[src/core/lpt_pkg.sv]
// Constants, types and helpers shared by the lamp pulse timing block.
// Assumes 8-bit registers reached by a 5-bit register index, page 3.
package lpt_pkg;

  // Pixel counter width; lamp counts are the same width
  localparam int unsigned LPT_CNT_W        = 12;
  localparam int unsigned LPT_NUM_LAMPS    = 4;
  localparam int unsigned LPT_REGS_PER_LMP = 4;
  localparam int unsigned LPT_NUM_REGS     = 16;

  // Register indices; byte address is four times the index
  localparam logic [4:0] LPT_IDX_RED_ON_HI  = 5'h0B;
  localparam logic [4:0] LPT_IDX_RED_ON_LO  = 5'h0C;
  localparam logic [4:0] LPT_IDX_RED_OFF_HI = 5'h0D;
  localparam logic [4:0] LPT_IDX_RED_OFF_LO = 5'h0E;
  localparam logic [4:0] LPT_IDX_GRN_ON_HI  = 5'h0F;
  localparam logic [4:0] LPT_IDX_GRN_ON_LO  = 5'h10;
  localparam logic [4:0] LPT_IDX_GRN_OFF_HI = 5'h11;
  localparam logic [4:0] LPT_IDX_GRN_OFF_LO = 5'h12;
  localparam logic [4:0] LPT_IDX_BLU_ON_HI  = 5'h13;
  localparam logic [4:0] LPT_IDX_BLU_ON_LO  = 5'h14;
  localparam logic [4:0] LPT_IDX_BLU_OFF_HI = 5'h15;
  localparam logic [4:0] LPT_IDX_BLU_OFF_LO = 5'h16;
  localparam logic [4:0] LPT_IDX_IR1_ON_HI  = 5'h17;
  localparam logic [4:0] LPT_IDX_IR1_ON_LO  = 5'h18;
  localparam logic [4:0] LPT_IDX_IR1_OFF_HI = 5'h19;
  localparam logic [4:0] LPT_IDX_IR1_OFF_LO = 5'h1A;
  localparam logic [4:0] LPT_IDX_PAGE       = 5'h1F;
  localparam logic [4:0] LPT_IDX_FIRST      = LPT_IDX_RED_ON_HI;
  localparam logic [4:0] LPT_IDX_LAST       = LPT_IDX_IR1_OFF_LO;

  // Page selection
  localparam logic [7:0] LPT_LAMP_PAGE = 8'h03;
  localparam logic [7:0] LPT_PAGE_RST  = 8'h00;

  // Field positions and writable masks
  localparam int unsigned LPT_COMBINE_BIT = 4;
  localparam logic [7:0]  LPT_ON_HI_MASK  = 8'h1F;
  localparam logic [7:0]  LPT_OFF_HI_MASK = 8'h0F;
  localparam logic [7:0]  LPT_FULL_MASK   = 8'hFF;

  // Slot within a lamp group of four registers
  localparam logic [1:0] LPT_SLOT_ON_HI  = 2'h0;
  localparam logic [1:0] LPT_SLOT_ON_LO  = 2'h1;
  localparam logic [1:0] LPT_SLOT_OFF_HI = 2'h2;
  localparam logic [1:0] LPT_SLOT_OFF_LO = 2'h3;

  // Values after reset, in index order from the first lamp register
  localparam logic [7:0] LPT_RST_TABLE [LPT_NUM_REGS] = '{
    8'h00, 8'h11, 8'h03, 8'h06,
    8'h00, 8'h12, 8'h03, 8'h00,
    8'h00, 8'h13, 8'h03, 8'h30,
    8'h00, 8'h14, 8'h03, 8'h30};

  // Register bus responder states
  typedef enum logic [1:0] {
    LPT_ST_IDLE = 2'b01,
    LPT_ST_RESP = 2'b10
  } lpt_apb_st_type;

  // True for an index that holds lamp timing
  function automatic logic lpt_is_lamp(input logic [4:0] idx);
    return (idx >= LPT_IDX_FIRST) && (idx <= LPT_IDX_LAST);
  endfunction

  // Array slot of a lamp index
  function automatic logic [3:0] lpt_slot(input logic [4:0] idx);
    logic [4:0] d;
    d = idx - LPT_IDX_FIRST;
    return d[3:0];
  endfunction

  // Bits that hardware keeps for a slot; the rest read as zero
  function automatic logic [7:0] lpt_wr_mask(input logic [3:0] slot);
    logic [7:0] m;
    m = LPT_FULL_MASK;
    if (slot[1:0] == LPT_SLOT_ON_HI) begin
      m = LPT_ON_HI_MASK;
    end else if (slot[1:0] == LPT_SLOT_OFF_HI) begin
      m = LPT_OFF_HI_MASK;
    end
    return m;
  endfunction

endpackage

[src/core/lpt_reg_if.sv]
// Register access path between the bus responder and the register file.
// Assumes both ends share pclk; all signals are single-cycle levels.
`timescale 1ns/1ns
interface lpt_reg_if;
  logic       wr_en;    // Write strobe, one cycle
  logic [4:0] wr_idx;   // Written register index
  logic [7:0] wr_data;  // Written byte
  logic [4:0] rd_idx;   // Looked-up register index
  logic [7:0] rd_data;  // Masked contents at rd_idx

  // Bus side issues accesses
  modport bus (output wr_en, output wr_idx, output wr_data,
               output rd_idx, input rd_data);
  // Register file side answers them
  modport regs (input wr_en, input wr_idx, input wr_data,
                input rd_idx, output rd_data);
endinterface

[src/core/lpt_top.sv]
// Lamp pulse timing: pixel counter, lamp registers, four lamp outputs.
// Assumes pclk is the pixel-rate clock and line_start marks each line.
// Registers are reached over APB; lamp registers live on page 3.
//
// The APB interface to the registers was chosen for this implementation.
`timescale 1ns/1ns

// Overview of operation
// - Lamp goes high at its on count
// - On count: high nibble plus low byte
// - Lamp goes low at its off count
// - Combine bit ORs shift pulse into lamp
// - Page register selects page; lamps on 3
// - Infrared off low byte resets to 0x30
module lpt_top #(
  parameter int unsigned ADDR_W = 12,
  parameter int unsigned CNT_W  = lpt_pkg::LPT_CNT_W
) (
  // Clock and reset
  input  wire logic              pclk,
  input  wire logic              presetn,
  // APB register bus
  input  wire logic              psel,
  input  wire logic              penable,
  input  wire logic              pwrite,
  input  wire logic [ADDR_W-1:0] paddr,
  input  wire logic [31:0]       pwdata,
  output logic      [31:0]       prdata,
  output logic                   pready,
  output logic                   pslverr,
  // Line timing
  input  wire logic              line_start,
  input  wire logic              shift_pulse,
  // Lamp drivers
  output logic                   red_lamp_out,
  output logic                   green_lamp_out,
  output logic                   blue_lamp_out,
  output logic                   infrared1_lamp_out
);

  // Register path between bus responder and register file
  lpt_reg_if rif ();

  // Lamp register storage, one byte per index, only kept bits stored
  logic [7:0] regs_r   [lpt_pkg::LPT_NUM_REGS];
  logic [7:0] regs_nxt [lpt_pkg::LPT_NUM_REGS];

  // Pixel position within the current line
  logic [CNT_W-1:0] pix_cnt_r;
  logic [CNT_W-1:0] pix_cnt_nxt;

  // Per-lamp decoded timing
  logic [CNT_W-1:0] on_cnt   [lpt_pkg::LPT_NUM_LAMPS];
  logic [CNT_W-1:0] off_cnt  [lpt_pkg::LPT_NUM_LAMPS];
  logic             combine  [lpt_pkg::LPT_NUM_LAMPS];
  logic [lpt_pkg::LPT_NUM_LAMPS-1:0] lamp_vec; // Lamp flops, red first

  // Write slot decoded once from the bus index
  logic [3:0] wr_slot;
  logic [3:0] rd_slot;

  // Bus responder; owns the page register and the handshake
  lpt_apb_slave #(
    .ADDR_W (ADDR_W)
  ) u_apb (
    .pclk    (pclk),
    .presetn (presetn),
    .psel    (psel),
    .penable (penable),
    .pwrite  (pwrite),
    .paddr   (paddr),
    .pwdata  (pwdata),
    .prdata  (prdata),
    .pready  (pready),
    .pslverr (pslverr),
    .rif     (rif.bus)
  );

  // Slot lookup for both directions
  always_comb begin
    wr_slot = lpt_pkg::lpt_slot(rif.wr_idx);
    rd_slot = lpt_pkg::lpt_slot(rif.rd_idx);
  end

  // Read lookup; reserved bits are never stored, so they read zero
  always_comb begin
    if (lpt_pkg::lpt_is_lamp(rif.rd_idx)) begin
      rif.rd_data = regs_r[rd_slot];
    end else begin
      rif.rd_data = 8'h00;
    end
  end

  // Register file next values
  // Reserved bits are dropped on write; software is asked to keep
  // them zero, and the block does not depend on it.
  always_comb begin
    for (int i = 0; i < lpt_pkg::LPT_NUM_REGS; i++) begin
      regs_nxt[i] = regs_r[i];
    end
    if (rif.wr_en) begin
      // Only lamp indices reach here on the lamp page
      regs_nxt[wr_slot] = rif.wr_data
                          & lpt_pkg::lpt_wr_mask(wr_slot);
    end
  end

  // Register file flops; reset values from the shared table
  always_ff @(posedge pclk or negedge presetn) begin
    if (!presetn) begin
      for (int i = 0; i < lpt_pkg::LPT_NUM_REGS; i++) begin
        regs_r[i] <= lpt_pkg::LPT_RST_TABLE[i];
      end
    end else begin
      for (int i = 0; i < lpt_pkg::LPT_NUM_REGS; i++) begin
        regs_r[i] <= regs_nxt[i];
      end
    end
  end

  // Pixel counter next value
  // Saturates rather than wraps, so a long line never retriggers lamps
  always_comb begin
    if (line_start) begin
      pix_cnt_nxt = '0;
    end else if (pix_cnt_r != '1) begin
      pix_cnt_nxt = pix_cnt_r + 1'b1;
    end else begin
      pix_cnt_nxt = pix_cnt_r;
    end
  end

  // Pixel counter flop
  always_ff @(posedge pclk or negedge presetn) begin
    if (!presetn) begin
      pix_cnt_r <= '0;
    end else begin
      pix_cnt_r <= pix_cnt_nxt;
    end
  end

  // Decode each lamp's four registers into counts and combine flag
  always_comb begin
    for (int l = 0; l < lpt_pkg::LPT_NUM_LAMPS; l++) begin
      // High nibble from bits 3..0, low byte whole
      on_cnt[l] = CNT_W'({
        regs_r[l*lpt_pkg::LPT_REGS_PER_LMP
               + lpt_pkg::LPT_SLOT_ON_HI][3:0],
        regs_r[l*lpt_pkg::LPT_REGS_PER_LMP
               + lpt_pkg::LPT_SLOT_ON_LO]});
      off_cnt[l] = CNT_W'({
        regs_r[l*lpt_pkg::LPT_REGS_PER_LMP
               + lpt_pkg::LPT_SLOT_OFF_HI][3:0],
        regs_r[l*lpt_pkg::LPT_REGS_PER_LMP
               + lpt_pkg::LPT_SLOT_OFF_LO]});
      combine[l] = regs_r[l*lpt_pkg::LPT_REGS_PER_LMP
                          + lpt_pkg::LPT_SLOT_ON_HI]
                         [lpt_pkg::LPT_COMBINE_BIT];
    end
  end

  // One pulse generator per lamp, red, green, blue, infrared
  for (genvar g = 0; g < lpt_pkg::LPT_NUM_LAMPS; g++) begin : g_lamp
    lpt_lamp_chan #(
      .CNT_W (CNT_W)
    ) u_chan (
      .pclk        (pclk),
      .presetn     (presetn),
      .pix_cnt     (pix_cnt_r),
      .on_cnt      (on_cnt[g]),
      .off_cnt     (off_cnt[g]),
      .combine     (combine[g]),
      .shift_pulse (shift_pulse),
      .lamp_out    (lamp_vec[g])
    );
  end

  // Lamp pins, each a channel flop without further logic
  always_comb begin
    red_lamp_out       = lamp_vec[0];
    green_lamp_out     = lamp_vec[1];
    blue_lamp_out      = lamp_vec[2];
    infrared1_lamp_out = lamp_vec[3];
  end

endmodule

[src/core/lpt_lamp_chan.sv]
// One lamp output: set at its on count, cleared at its off count.
// Assumes the pixel count restarts at every line start.
`timescale 1ns/1ns
module lpt_lamp_chan #(
  parameter int unsigned CNT_W = 12
) (
  // Clock and reset
  input  wire logic             pclk,
  input  wire logic             presetn,
  // Timing inputs
  input  wire logic [CNT_W-1:0] pix_cnt,
  input  wire logic [CNT_W-1:0] on_cnt,
  input  wire logic [CNT_W-1:0] off_cnt,
  input  wire logic             combine,
  input  wire logic             shift_pulse,
  // Lamp drive
  output logic                  lamp_out
);

  logic pulse_r;    // Own on/off pulse
  logic pulse_nxt;
  logic lamp_nxt;

  // Off wins when both counts match, so equal counts give no pulse
  always_comb begin
    pulse_nxt = pulse_r;
    if (pix_cnt == off_cnt) begin
      pulse_nxt = 1'b0;
    end else if (pix_cnt == on_cnt) begin
      pulse_nxt = 1'b1;
    end
    lamp_nxt = pulse_nxt | (combine & shift_pulse);
  end

  // Registered so the lamp pin comes straight from a flop
  always_ff @(posedge pclk or negedge presetn) begin
    if (!presetn) begin
      pulse_r  <= 1'b0;
      lamp_out <= 1'b0;
    end else begin
      pulse_r  <= pulse_nxt;
      lamp_out <= lamp_nxt;
    end
  end

endmodule

[src/core/lpt_apb_slave.sv]
// APB responder with the page register; one access cycle, no waits.
// Assumes an APB3 master; lamp registers are served through lpt_reg_if.
`timescale 1ns/1ns
module lpt_apb_slave #(
  parameter int unsigned ADDR_W = 12
) (
  // Clock and reset
  input  wire logic              pclk,
  input  wire logic              presetn,
  // APB
  input  wire logic              psel,
  input  wire logic              penable,
  input  wire logic              pwrite,
  input  wire logic [ADDR_W-1:0] paddr,
  input  wire logic [31:0]       pwdata,
  output logic      [31:0]       prdata,
  output logic                   pready,
  output logic                   pslverr,
  // Register file path
  lpt_reg_if.bus                 rif
);

  lpt_pkg::lpt_apb_st_type st_r;    // Handshake state
  lpt_pkg::lpt_apb_st_type st_nxt;
  logic [7:0]  page_r;              // Selected register page
  logic [7:0]  page_nxt;
  logic [31:0] prdata_nxt;
  logic        pready_nxt;
  logic        pslverr_nxt;
  logic [4:0]  idx;                 // Word index of paddr
  logic        aligned;             // Inside the map and word aligned
  logic        lamp_hit;            // Lamp register on the lamp page
  logic        page_hit;            // Page register, any page
  logic        commit;              // Write edge of a good access

  // Address decode
  always_comb begin
    idx      = paddr[6:2];
    aligned  = (paddr[1:0] == 2'h0) && (paddr[ADDR_W-1:7] == '0);
    page_hit = aligned && (idx == lpt_pkg::LPT_IDX_PAGE);
    lamp_hit = aligned && (page_r == lpt_pkg::LPT_LAMP_PAGE)
               && lpt_pkg::lpt_is_lamp(idx);
  end

  // Next state, answer and page register
  always_comb begin
    st_nxt      = st_r;
    prdata_nxt  = prdata;
    pready_nxt  = 1'b0;
    pslverr_nxt = pslverr;
    page_nxt    = page_r;
    commit      = 1'b0;
    case (st_r)
      lpt_pkg::LPT_ST_IDLE: begin
        // Setup cycle: fetch read data and error now, answer next
        if (psel && !penable) begin
          st_nxt      = lpt_pkg::LPT_ST_RESP;
          pready_nxt  = 1'b1;
          pslverr_nxt = !(page_hit || lamp_hit);
          if (page_hit) begin
            prdata_nxt = {24'h000000, page_r};
          end else if (lamp_hit) begin
            prdata_nxt = {24'h000000, rif.rd_data};
          end else begin
            prdata_nxt = 32'h00000000;
          end
        end
      end
      lpt_pkg::LPT_ST_RESP: begin
        // Access cycle: writes land only on this edge
        st_nxt = lpt_pkg::LPT_ST_IDLE;
        commit = psel && penable && pwrite && !pslverr;
        if (commit && page_hit) begin
          page_nxt = pwdata[7:0];
        end
      end
      default: begin
        st_nxt = lpt_pkg::LPT_ST_IDLE;
      end
    endcase
  end

  // Register file write and lookup
  always_comb begin
    rif.wr_en   = commit && lamp_hit;
    rif.wr_idx  = idx;
    rif.wr_data = pwdata[7:0];
    rif.rd_idx  = idx;
  end

  // Handshake flops
  always_ff @(posedge pclk or negedge presetn) begin
    if (!presetn) begin
      st_r    <= lpt_pkg::LPT_ST_IDLE;
      page_r  <= lpt_pkg::LPT_PAGE_RST;
      prdata  <= 32'h00000000;
      pready  <= 1'b0;
      pslverr <= 1'b0;
    end else begin
      st_r    <= st_nxt;
      page_r  <= page_nxt;
      prdata  <= prdata_nxt;
      pready  <= pready_nxt;
      pslverr <= pslverr_nxt;
    end
  end

endmodule

[config.mk]
export PLATFORM = sky130hd
export DESIGN_NAME = lpt_top
export DESIGN_NICKNAME = d
export VERILOG_FILES = /design/src/core/lpt_pkg.sv /design/src/core/lpt_reg_if.sv /design/src/core/lpt_top.sv /design/src/core/lpt_lamp_chan.sv /design/src/core/lpt_apb_slave.sv
export SDC_FILE = /design/constraint.sdc
export NUM_CORES = 1
export LEC_CHECK = 0
export BUFFER_PORTS_ARGS = -buffer_cell sky130_fd_sc_hd__buf_2
export CAP_MARGIN = 25
export CELL_PAD_IN_SITES_DETAIL_PLACEMENT = 1
export CELL_PAD_IN_SITES_GLOBAL_PLACEMENT = 1
export CORE_ASPECT_RATIO = 0.9
export CORE_MARGIN = 2
export CORE_UTILIZATION = 51
export CTS_BUF_LIST = sky130_fd_sc_hd__clkbuf_2
export CTS_CLUSTER_DIAMETER = 60
export CTS_CLUSTER_SIZE = 10
export DETAILED_ROUTE_END_ITERATION = 8
export PLACE_DENSITY = 0.9
export SETUP_SLACK_MARGIN = 0.05
export SYNTH_ARGS = -nofsm -noshare
export SYNTH_HDL_FRONTEND = slang
export SYNTH_SLANG_ARGS = --single-unit
[constraint.sdc]
create_clock -name pclk -period 2.5 [get_ports pclk]
set_input_delay 0.125 -clock pclk [delete_from_list [all_inputs] [get_ports pclk]]
set_output_delay 0.125 -clock pclk [all_outputs]
set_load 0.05 [all_outputs]
==> results of run 1 <==
-- final cells by class --
class,instances,area (um2),area share
antenna,1,2.50,0.000234
clock buffer,19,95.1,0.00888
clock inverter,13,178,0.0166
inverter,5,18.8,0.00175
multi-input combinational,480,4920,0.460
sequential,168,4230,0.395
tap,240,300,0.0280
timing repair buffer,117,957,0.0894
-- through the flow --
| step | cells | setup TNS (ns) |
|---|---|---|
| after CTS | 1039 | -4.38 |
| after global placement | 985 | -6.53 |
| after detailed placement | 985 | -6.68 |
| after global routing | 1042 | -10.86 |
| after floorplan | 719 | 0 |
| final | 1043 | -5.80 |
-- synthesized netlist by cell type (all sizes together), types with 2 or more instances --
library cell	instances
a21oi	14
o22ai	15
xnor2	6
nand2	10
mux4	32
a21o	4
nand3b	3
ha	6
nor2	16
a211oi	2
dfstp	24
dfrtp	144
o21ai	2
xor2	97
buf	44
nor2b	6
and2	2
nand2b	2
or3	3
mux2	136
o31ai	9
nand4	3
and3	9
a31oi	8
nor4	33
nand3	10
nor3	7
inv	4
nor4b	6
clkbuf	22
-- kinds of logic after synthesis --
| group | synth area share |
|---|---|
| DFF | 0.464 |
| other | 0.000411 |
| adders and majority gates | 0.00823 |
| AOI/OAI and AO/OA | 0.0433 |
| and+or+nand+nor | 0.0920 |
| muxes | 0.251 |
| xor gates and xnor gates | 0.0989 |
| buffers and inverters | 0.0416 |
-- flip-flops by register name, summed over array words and instances (netlist names) --
register / count
u_apb.pslverr: 1
g_lamp.u_chan.lamp_out: 4
u_apb.st_r: 2
on_cnt: 48
regs_r: 28
u_apb.pready: 1
g_lamp.u_chan.pulse_r: 4
u_apb.prdata: 8
combine: 4
pix_cnt_r: 12
u_apb.page_r: 8
off_cnt: 48
-- where the power goes --
group | switching [uW] | internal (uW)
clock | 1030 | 662
sequential | 16.9 | 2760
combinational | 508 | 200
-- worst paths after layout --
path                                 startpoint  depth (start not counted)         endpoint
worst min register to register  u_apb.prdata[3]                          2  u_apb.prdata[3]
worst max register to register  u_apb.page_r[6]                          8      off_cnt[28]
max in group asynchronous               presetn                          4      off_cnt[32]
worst min-delay path                   paddr[3]                          4      off_cnt[16]
worst max-delay path            u_apb.page_r[6]                          8      off_cnt[28]
min in group asynchronous               presetn                          3  u_apb.page_r[4]
-- layer usage --
metal / GRT usage / vias to the layer above / part of all wire
li1: - / 2690 / -
met1: 0.389 / 3420 / 0.39
met2: 0.551 / 359 / 0.49
met3: 0.0698 / 126 / 0.067
met4: 0.157 / 0 / 0.057
met5: 0 / - / 0
-- worst max-delay path, delay by kind of cell (launching register included) --
family        cells  cell delay, ns
mux               1            0.31
buf+inv           3            0.59
simple gates      4            1.21
flops             1            0.48
-- repair_timing --
item	CTS	global route
buffers inserted	2	3
endpoints found under the hold margin	294	0
hold buffers	20	0
pin swaps	3	2
endpoints found under the setup margin	64	102
resized for setup	61	17
==> impl_metrics.ini, run 1 <==
[worst_setup_path]
critPathMaxStageDelay_ns = 0.52
crit_required_ns = 3.21
worstPathCellList = nor4bb_4 -> buf_4 -> nand2_4 -> or4_4 -> buf_12 -> nor4b_4 -> buf_6 -> mux2_4
critPathCaptureType = register
critPathKind = reg2reg
cpMaxStageDelayCell = or4_4
r2r_setup_slack_ns = -0.20
path_max_fanout = 8
crit_path_start_kind = register
cp.arrival_ns = 3.40

[placed_design]
dp_slack_ns = -0.196
hpwl_um = 19100
gp_congestion = 0.886
io_buffers = 40
placed_area_um2 = 9870

[final_layout]
nFillCells = 1687
layout_commonest_cell = dfrtp_1
nNetsFinal = 846
drive_gt1_frac = 0.431
design_area_um2 = 10700
most-common-layout-cells = 144 x dfrtp_1, 97 x xor2_1, 71 x mux2_2
syn_to_final_growth_pct = 17.4
final_core_util = 0.610

[floorplanning]
start_util = 0.520
rows = 46
fp.dieH_um = 131
ioPinCount = 89
die_area_um2 = 19000
coreArea_um2 = 17600
dieWidth_um = 145

[synthesis]
netlist_top_cells_area = dfrtp_1 40%, mux2_2 16%, xor2_1 9.3%, mux4_2 7.9%, dfstp_2 6.9%
ys_ff_latch = 168
syn_inst = 696
synthDistinctLibCells = 54
synth_area_um2 = 9120
yosysWarnings = 0
synth_top_area_frac = 0.395
ys_seq_area_frac = 0.464
synth_ff_type = dfrtp_1
synth-edff-count = 0
synth_top_cell_by_area = dfrtp_1
syn_avg_cell_area_um2 = 13.1
synth_async_sr_flop_share = 1.00

[timing]
slew_headroom = 0.486
drv_slew = 0
holdWs_ns = 0.0298
max_freq_mhz = 371
worst_slack_ns = -0.198
finalCritPeriodShare = 1.08
worst_slew_pin_slew_ns = 0.771
rsz0062_at_grt = true
fin_worst_skew_ns = 0.0502
hold_viol_final = 0
fin_crit_ns = 2.70
finalSetupViolCount = 62

[global_route]
grt_pass1_vias = 7152
grt_usage = 0.320
antenna_found_initial = 1
grt_overflow = 0
grt_max_degree = 81
grt_pass1_wl_um = 44800

[power]
cellLeakagePower_uw = 0.00554
totalPowerFinal_uw = 5180
power_density_nw_per_um2 = 484
ir_drop_v = 0.000319

[detailed_routing]
drt_pass1_iterations = 7
final_antenna_net_count = 0
wirelength_um = 30200
vias = 6595
wire_per_inst_um = 29.0
drcViolationCount = 0
viasPerCell = 6.32
drtIter0Drc = 569

[worst_hold_path]
hp-class = in2reg

[cts]
cts_sinks = 168
numCtsBuffers = 17
htree_num_levels = 4
cts_buffer_depth = 2
path_clk_slew_ns = 0.30
cts_tree = built
clockRootBuffer = clkbuf_2
clock_latency_ns = 0.84

[run_status]
violations = setup timing
status = finished, violations left

[flow_run]
maxCapViolations = 0
Note: power is estimated with default switching activity, not from simulation.
==> run 2, diff against run 1 <==
- ABC_AREA: unset -> 1
- CORE_UTILIZATION: 51 -> 46
- SLEW_MARGIN: unset -> 25
==> run 2 against run 1 <==
The run now ends clean. Synthesized area increased by 11%. Critical path depth is the same. Worst setup slack better by 0.24 ns. Synthesized cell count rose by 96%. Combinational power increased by 62%. Clock power fell by 17%.
==> impl_metrics.ini, run 2 <==
[final_layout]
layout_commonest_cell = nand2_1
nNetsFinal = 1493
seqCellArea_um2 = 4230
nFillCells = 2781
syn_to_final_growth_pct = 10.3
final_core_util = 0.518
drive_gt1_frac = 0.135
multiInputGateArea_um2 = 5270
most-common-layout-cells = 561 x nand2_1, 229 x nand3_1, 144 x dfrtp_1

[detailed_routing]
vias = 9913
drcViolationCount = 0
viasPerCell = 5.69
wirelength_um = 37500
drtIter0Drc = 1067
wire_per_inst_um = 21.5
final_antenna_net_count = 0
drt_pass1_iterations = 5

[synthesis]
syn_inst = 1367
synthDistinctLibCells = 37
synth-edff-count = 0
ys_ff_latch = 168
synth_top_cell_by_area = dfrtp_1
synth_area_um2 = 10200
yosysWarnings = 0
syn_avg_cell_area_um2 = 7.43
synth_ff_type = dfrtp_1
yosysMostFrequentCell = nand2_1
yosys-top-cells-count = 561 x nand2_1, 230 x nand3_1, 144 x dfrtp_1
synth_top_area_frac = 0.355
ys_seq_area_frac = 0.417
synth_async_sr_flop_share = 1.00
netlist_top_cells_area = dfrtp_1 35%, nand2_1 21%, nand3_1 11%, dfstp_2 6.2%, xnor2_1 4.4%

[placed_design]
gp_congestion = 0.885
io_buffers = 40
dp_slack_ns = 0.241
hpwl_um = 24100

[worst_hold_path]
hold_start = pwdata[4]
hold_depth = 4
holdPathEnd = u_apb.page_r[4]
hp-class = in2reg

[worst_setup_path]
cpMaxStageDelayCell = dlygate4sd3_1
rr_endpoint = off_cnt[33]
worstPathCellList = inv_1 -> nand4_1 -> nor3b_1 -> and2_4 -> buf_12 -> nand3_1 -> dlygate4sd3_1 -> nand2_1
r2r_cells = 8
r2r_setup_slack_ns = 0.04
r2r-start = u_apb.pslverr
crit_path_start_kind = register
crit_required_ns = 3.31
critPathKind = reg2reg
critPathMaxStageDelay_ns = 0.59
path_max_fanout = 33
critPathCaptureType = register
cp.arrival_ns = 3.28

[cts]
postCtsSetupBuffers = 0
clockRootBuffer = clkbuf_2
numCtsBuffers = 17
clock_latency_ns = 0.87
path_clk_slew_ns = 0.34
cts_sinks = 168
cts_tree = built
htree_num_levels = 4
cts_buffer_depth = 2

[power]
p_int_uw = 3320
power_density_nw_per_um2 = 479
combPwrFrac = 0.214
sequentialPowerShare = 0.525
ir_drop_v = 0.000316
power.share.clock = 0.261
swShare = 0.382
power.switching_uw = 2050
cellLeakagePower_uw = 0.00611

[timing]
holdWs_ns = 0.0512
rsz0062_at_grt = true
max_freq_mhz = 406
worst_slack_ns = 0.0388
fin_crit_ns = 2.46
hold_viol_final = 0
finalSetupViolCount = 0
slew_headroom = 0.413
fin_worst_skew_ns = 0.0795
setup_tns_ns = 0
worst_slew_pin_slew_ns = 0.880
drv_slew = 0
finalCritPeriodShare = 0.984

[floorplanning]
die_area_um2 = 23300
coreArea_um2 = 21600
rows = 51
fp.dieH_um = 145
dieWidth_um = 161
start_util = 0.470
ioPinCount = 89

[global_route]
grt_overflow = 0
grt_pass1_wl_um = 57700
grt_max_degree = 73
antenna_found_initial = 1
grt_pass1_vias = 10203
grt_usage = 0.322

[flow_run]
maxCapViolations = 0

[run_status]
status = finished, final reports clean
==> run 2: cell count changes after synthesis, moves of 9 or more <==
cell	previous run	this run
nand2_1	10	561
clkbuf_1	22	40
xnor2_1	6	51
xor2_1	97	36
mux2_2	128	0
o22ai_1	15	1
nand3_1	4	230
nor2_1	16	50
o21ai_0	2	18
inv_1	4	56
o31ai_1	9	0
nor4_1	29	1
mux4_2	32	0
nor3_1	7	16
==> run 2: logic make-up after synthesis <==
logic type | after synthesis | synth area share
xor+xnor | 90 | 0.0831
simple gates | 914 | 0.400
compound gates | 37 | 0.0183
fa+ha+maj | 6 | 0.00739
buf+inv | 151 | 0.0742
other cells | 1 | 0.000369
flops | 168 | 0.417
==> run 2: routing by layer <==
metal  global-route usage  vias to the layer above  wire length [um]
met4                0.149                        0              2030
met1                0.411                     4902             14900
met5                    0                        -                 0
met3               0.0706                      149              2980
li1                     -                     4416                 -
met2                0.523                      446             17600
==> run 2: worst max path at each step <==
stage                   from         endpoint  slack [ns]  cells after the start
2_1_floorplan       paddr[2]  u_apb.prdata[2]        0.24                     15
3_3_place_gp        paddr[2]       regs_r[46]        0.36                     13
3_5_place_dp        paddr[2]       regs_r[63]        0.24                     13
6_report       u_apb.pslverr      off_cnt[33]        0.04                      8
4_1_cts        u_apb.pslverr  u_apb.page_r[6]        0.25                      6
5_1_grt        u_apb.pslverr      off_cnt[33]       -0.03                      8
==> run 2: area by class of cell <==
| cell class | count | share of cell area |
|---|---|---|
| antenna | 2 | 0.000446 |
| clock inverter | 15 | 0.00915 |
| multi-input combinational | 1071 | 0.470 |
| timing repair buffer | 119 | 0.0831 |
| tap | 291 | 0.0325 |
| sequential | 168 | 0.378 |
| inverter | 59 | 0.0198 |
| clock buffer | 17 | 0.00759 |
==> run 2: worst max-delay path, delay by kind of cell, from the launching register on <==
kind	cells	cell delay, ns
AND/OR/NAND/NOR	5	1.00
buffers and inverters	3	0.92
flip-flops	1	0.48
==> run 2: power by group through the flow <==
stage               clock, uW  sequential (uW)  combinational [uW]
global placement            0             2850                1040
global route             1510             2830                1210
finish                   1400             2820                1150
detailed placement          0             2860                1070
CTS                      1380             2810                1110
floorplan                   0             3000                 576
==> run 2: through the flow <==
step | area, um2 | std cells | total power [uW]
CTS | 11200 | 1738 | 5310
finish | 11200 | 1742 | 5370
global placement | 10700 | 1677 | 3890
detailed placement | 10700 | 1677 | 3920
global route | 11200 | 1740 | 5550
floorplan | 10200 | 1390 | 3570
==> run 2: timing repair <==
item                       CTS  global route
setup endpoints to repair    0             1
gates resized for setup      0             1
hold endpoints to repair   326             3
hold buffers                29             2
==> run 3, diff against run 2 <==
- BUFFER_PORTS_ARGS: -buffer_cell sky130_fd_sc_hd__buf_2 -> unset
- CORE_UTILIZATION: 46 -> 49
- DONT_BUFFER_PORTS: unset -> 1
==> run 3 against run 2 <==
The run now ends with hold timing left. Wire length up 2.6%. Critical path depth up 4. Register-to-register slack better by 0.05 ns. Global-route usage up 3.8 points. Worst setup slack better by 0.029 ns. Non-clock buffer count down 38. Clock-buffer cell count unchanged. Die area down 6.0%. Clock skew up 0.028 ns. Sequential share of layout area up 0.62 points. Core utilization up 2.9 points. Critical path type is now in2reg. Critical endpoint is now u_apb.prdata[1].
==> impl_metrics.ini, run 3 (synthesis gave the netlist of run 2 again) <==
[global_route]
antenna_found_initial = 4
grt_overflow = 0
grt_usage = 0.360
grt_pass1_wl_um = 59300
grt_max_degree = 169
grt_pass1_vias = 10336

[placed_design]
io_buffers = 0
gp_congestion = 0.897
hpwl_um = 22600
dp_slack_ns = 0.373

[final_layout]
syn_to_final_growth_pct = 8.56
layout_commonest_cell = nand2_1
most-common-layout-cells = 561 x nand2_1, 230 x nand3_1, 144 x dfrtp_1
nNetsFinal = 1455
drive_gt1_frac = 0.111

[timing]
worst_slew_pin_slew_ns = 1.17
worst_slack_ns = 0.0677
max_freq_mhz = 411
hold_viol_final = 168
fin_worst_skew_ns = 0.108
rsz0062_at_grt = false
finalCritPeriodShare = 0.973
slew_headroom = 0.217
holdWs_ns = -1.10
drv_slew = 0
setup_tns_ns = 0
fin_crit_ns = 2.43
finalSetupViolCount = 0

[cts]
clockRootBuffer = clkbuf_2
path_clk_slew_ns = 0.37
cts_buffer_depth = 2
clock_latency_ns = 0.88
numCtsBuffers = 17
htree_num_levels = 4
cts_sinks = 168
cts_tree = built
postCtsSetupBuffers = 0

[worst_setup_path]
crit_required_ns = 3.26
critPathMaxStageDelay_ns = 0.68
cp-endpoint = u_apb.prdata[1]
path_depth = 12
r2r_cells = 9
cp_top_family = buffers and inverters
crit_path_start_kind = input pin
r2r-start = u_apb.page_r[7]
rr_endpoint = on_cnt[44]
cp_common_cell = dlygate4sd3_1
cpMaxStageDelayCell = dlygate4sd3_1
cp_num_buf_inv = 5
cp.arrival_ns = 3.20
path_max_fanout = 8
critPathKind = in2reg
worstPathCellList = dlygate4sd3_1 -> nor2_1 -> dlygate4sd3_1 -> nand2_1 -> nor2_1 -> buf_4 -> dlygate4sd3_1 -> nand3_1 -> nor2_2 -> buf_4 -> nand3_1 -> a21oi_1
critPathCaptureType = register
r2r_setup_slack_ns = 0.09
crit_start = paddr[0]

[power]
cellLeakagePower_uw = 0.00601
power_density_nw_per_um2 = 498
ir_drop_v = 0.000305

[worst_hold_path]
hp-class = in2async

[run_status]
status = finished, violations left
violations = hold timing

[floorplanning]
ioPinCount = 89
fp.dieH_um = 141
die_area_um2 = 21900
rows = 49
dieWidth_um = 156
coreArea_um2 = 20200
start_util = 0.504

[detailed_routing]
wirelength_um = 38500
drcViolationCount = 0
drt_pass1_iterations = 6
wire_per_inst_um = 23.1
viasPerCell = 5.96
drtIter0Drc = 989
vias = 9940
final_antenna_net_count = 0

[flow_run]
maxCapViolations = 0
## run 3: cell types whose count changed in the layout (fill, tap and decap cells not counted), sizes merged
cell and delta:
clkinvlp -2, inv +3, bufinv +2, buf -41, diode +1, dlygate4sd3 +2
clkinv -3, dlymetal6s4s +1
## run 3: what timing repair did
item / CTS / global route
resized for setup: 0 / 5
hold buffers: 33 / 2
endpoints found under the setup margin: 0 / 14
hold endpoints to repair: 332 / 186
## run 3: through the flow
step	instance area, um2	std cells	total power [uW]	hold slack [ns]	util
4_1_cts	11000	1664	5390	-1.09	0.546
5_1_grt	11000	1669	5660	-1.16	0.547
2_1_floorplan	10200	1390	3570	-0.171	-
3_3_place_gp	10400	1599	3710	-0.159	0.516
3_5_place_dp	10400	1599	3730	-0.158	0.516
6_report	11000	1669	5490	-1.10	0.547
## run 3: worst min-delay path by stage
stage | from | to | slack [ns]
2_1_floorplan | presetn | combine[0] | -0.17
3_3_place_gp | presetn | off_cnt[22] | -0.16
3_5_place_dp | presetn | off_cnt[22] | -0.16
4_1_cts | presetn | pix_cnt_r[10] | -1.09
5_1_grt | presetn | on_cnt[44] | -1.16
6_report | presetn | on_cnt[44] | -1.10
## run 3: report_power, final
group          leakage, uW  internal (uW)  switching [uW]
Sequential         0.00220           2780             175
Combinational      0.00367            233             654
Clock             0.000140            481            1170
## run 3: area by class of cell
| type | instances | area [um2] |
|---|---|---|
| multi-input cells | 1071 | 5270 |
| clock inverters | 15 | 164 |
| fillers | 2552 | 9140 |
| well taps | 255 | 319 |
| repair buffers | 81 | 736 |
| flip-flops and latches | 168 | 4230 |
| clock buffers | 17 | 85.1 |
| inverters | 59 | 221 |
| diodes | 3 | 7.51 |
## run 3: per-layer routing
layer | global-route usage | vias up | share of wire
met5 | 0 | - | 0.00026
met4 | 0.215 | 2 | 0.062
met3 | 0.0710 | 188 | 0.075
met2 | 0.595 | 527 | 0.47
met1 | 0.437 | 4881 | 0.39
li1 | - | 4342 | -
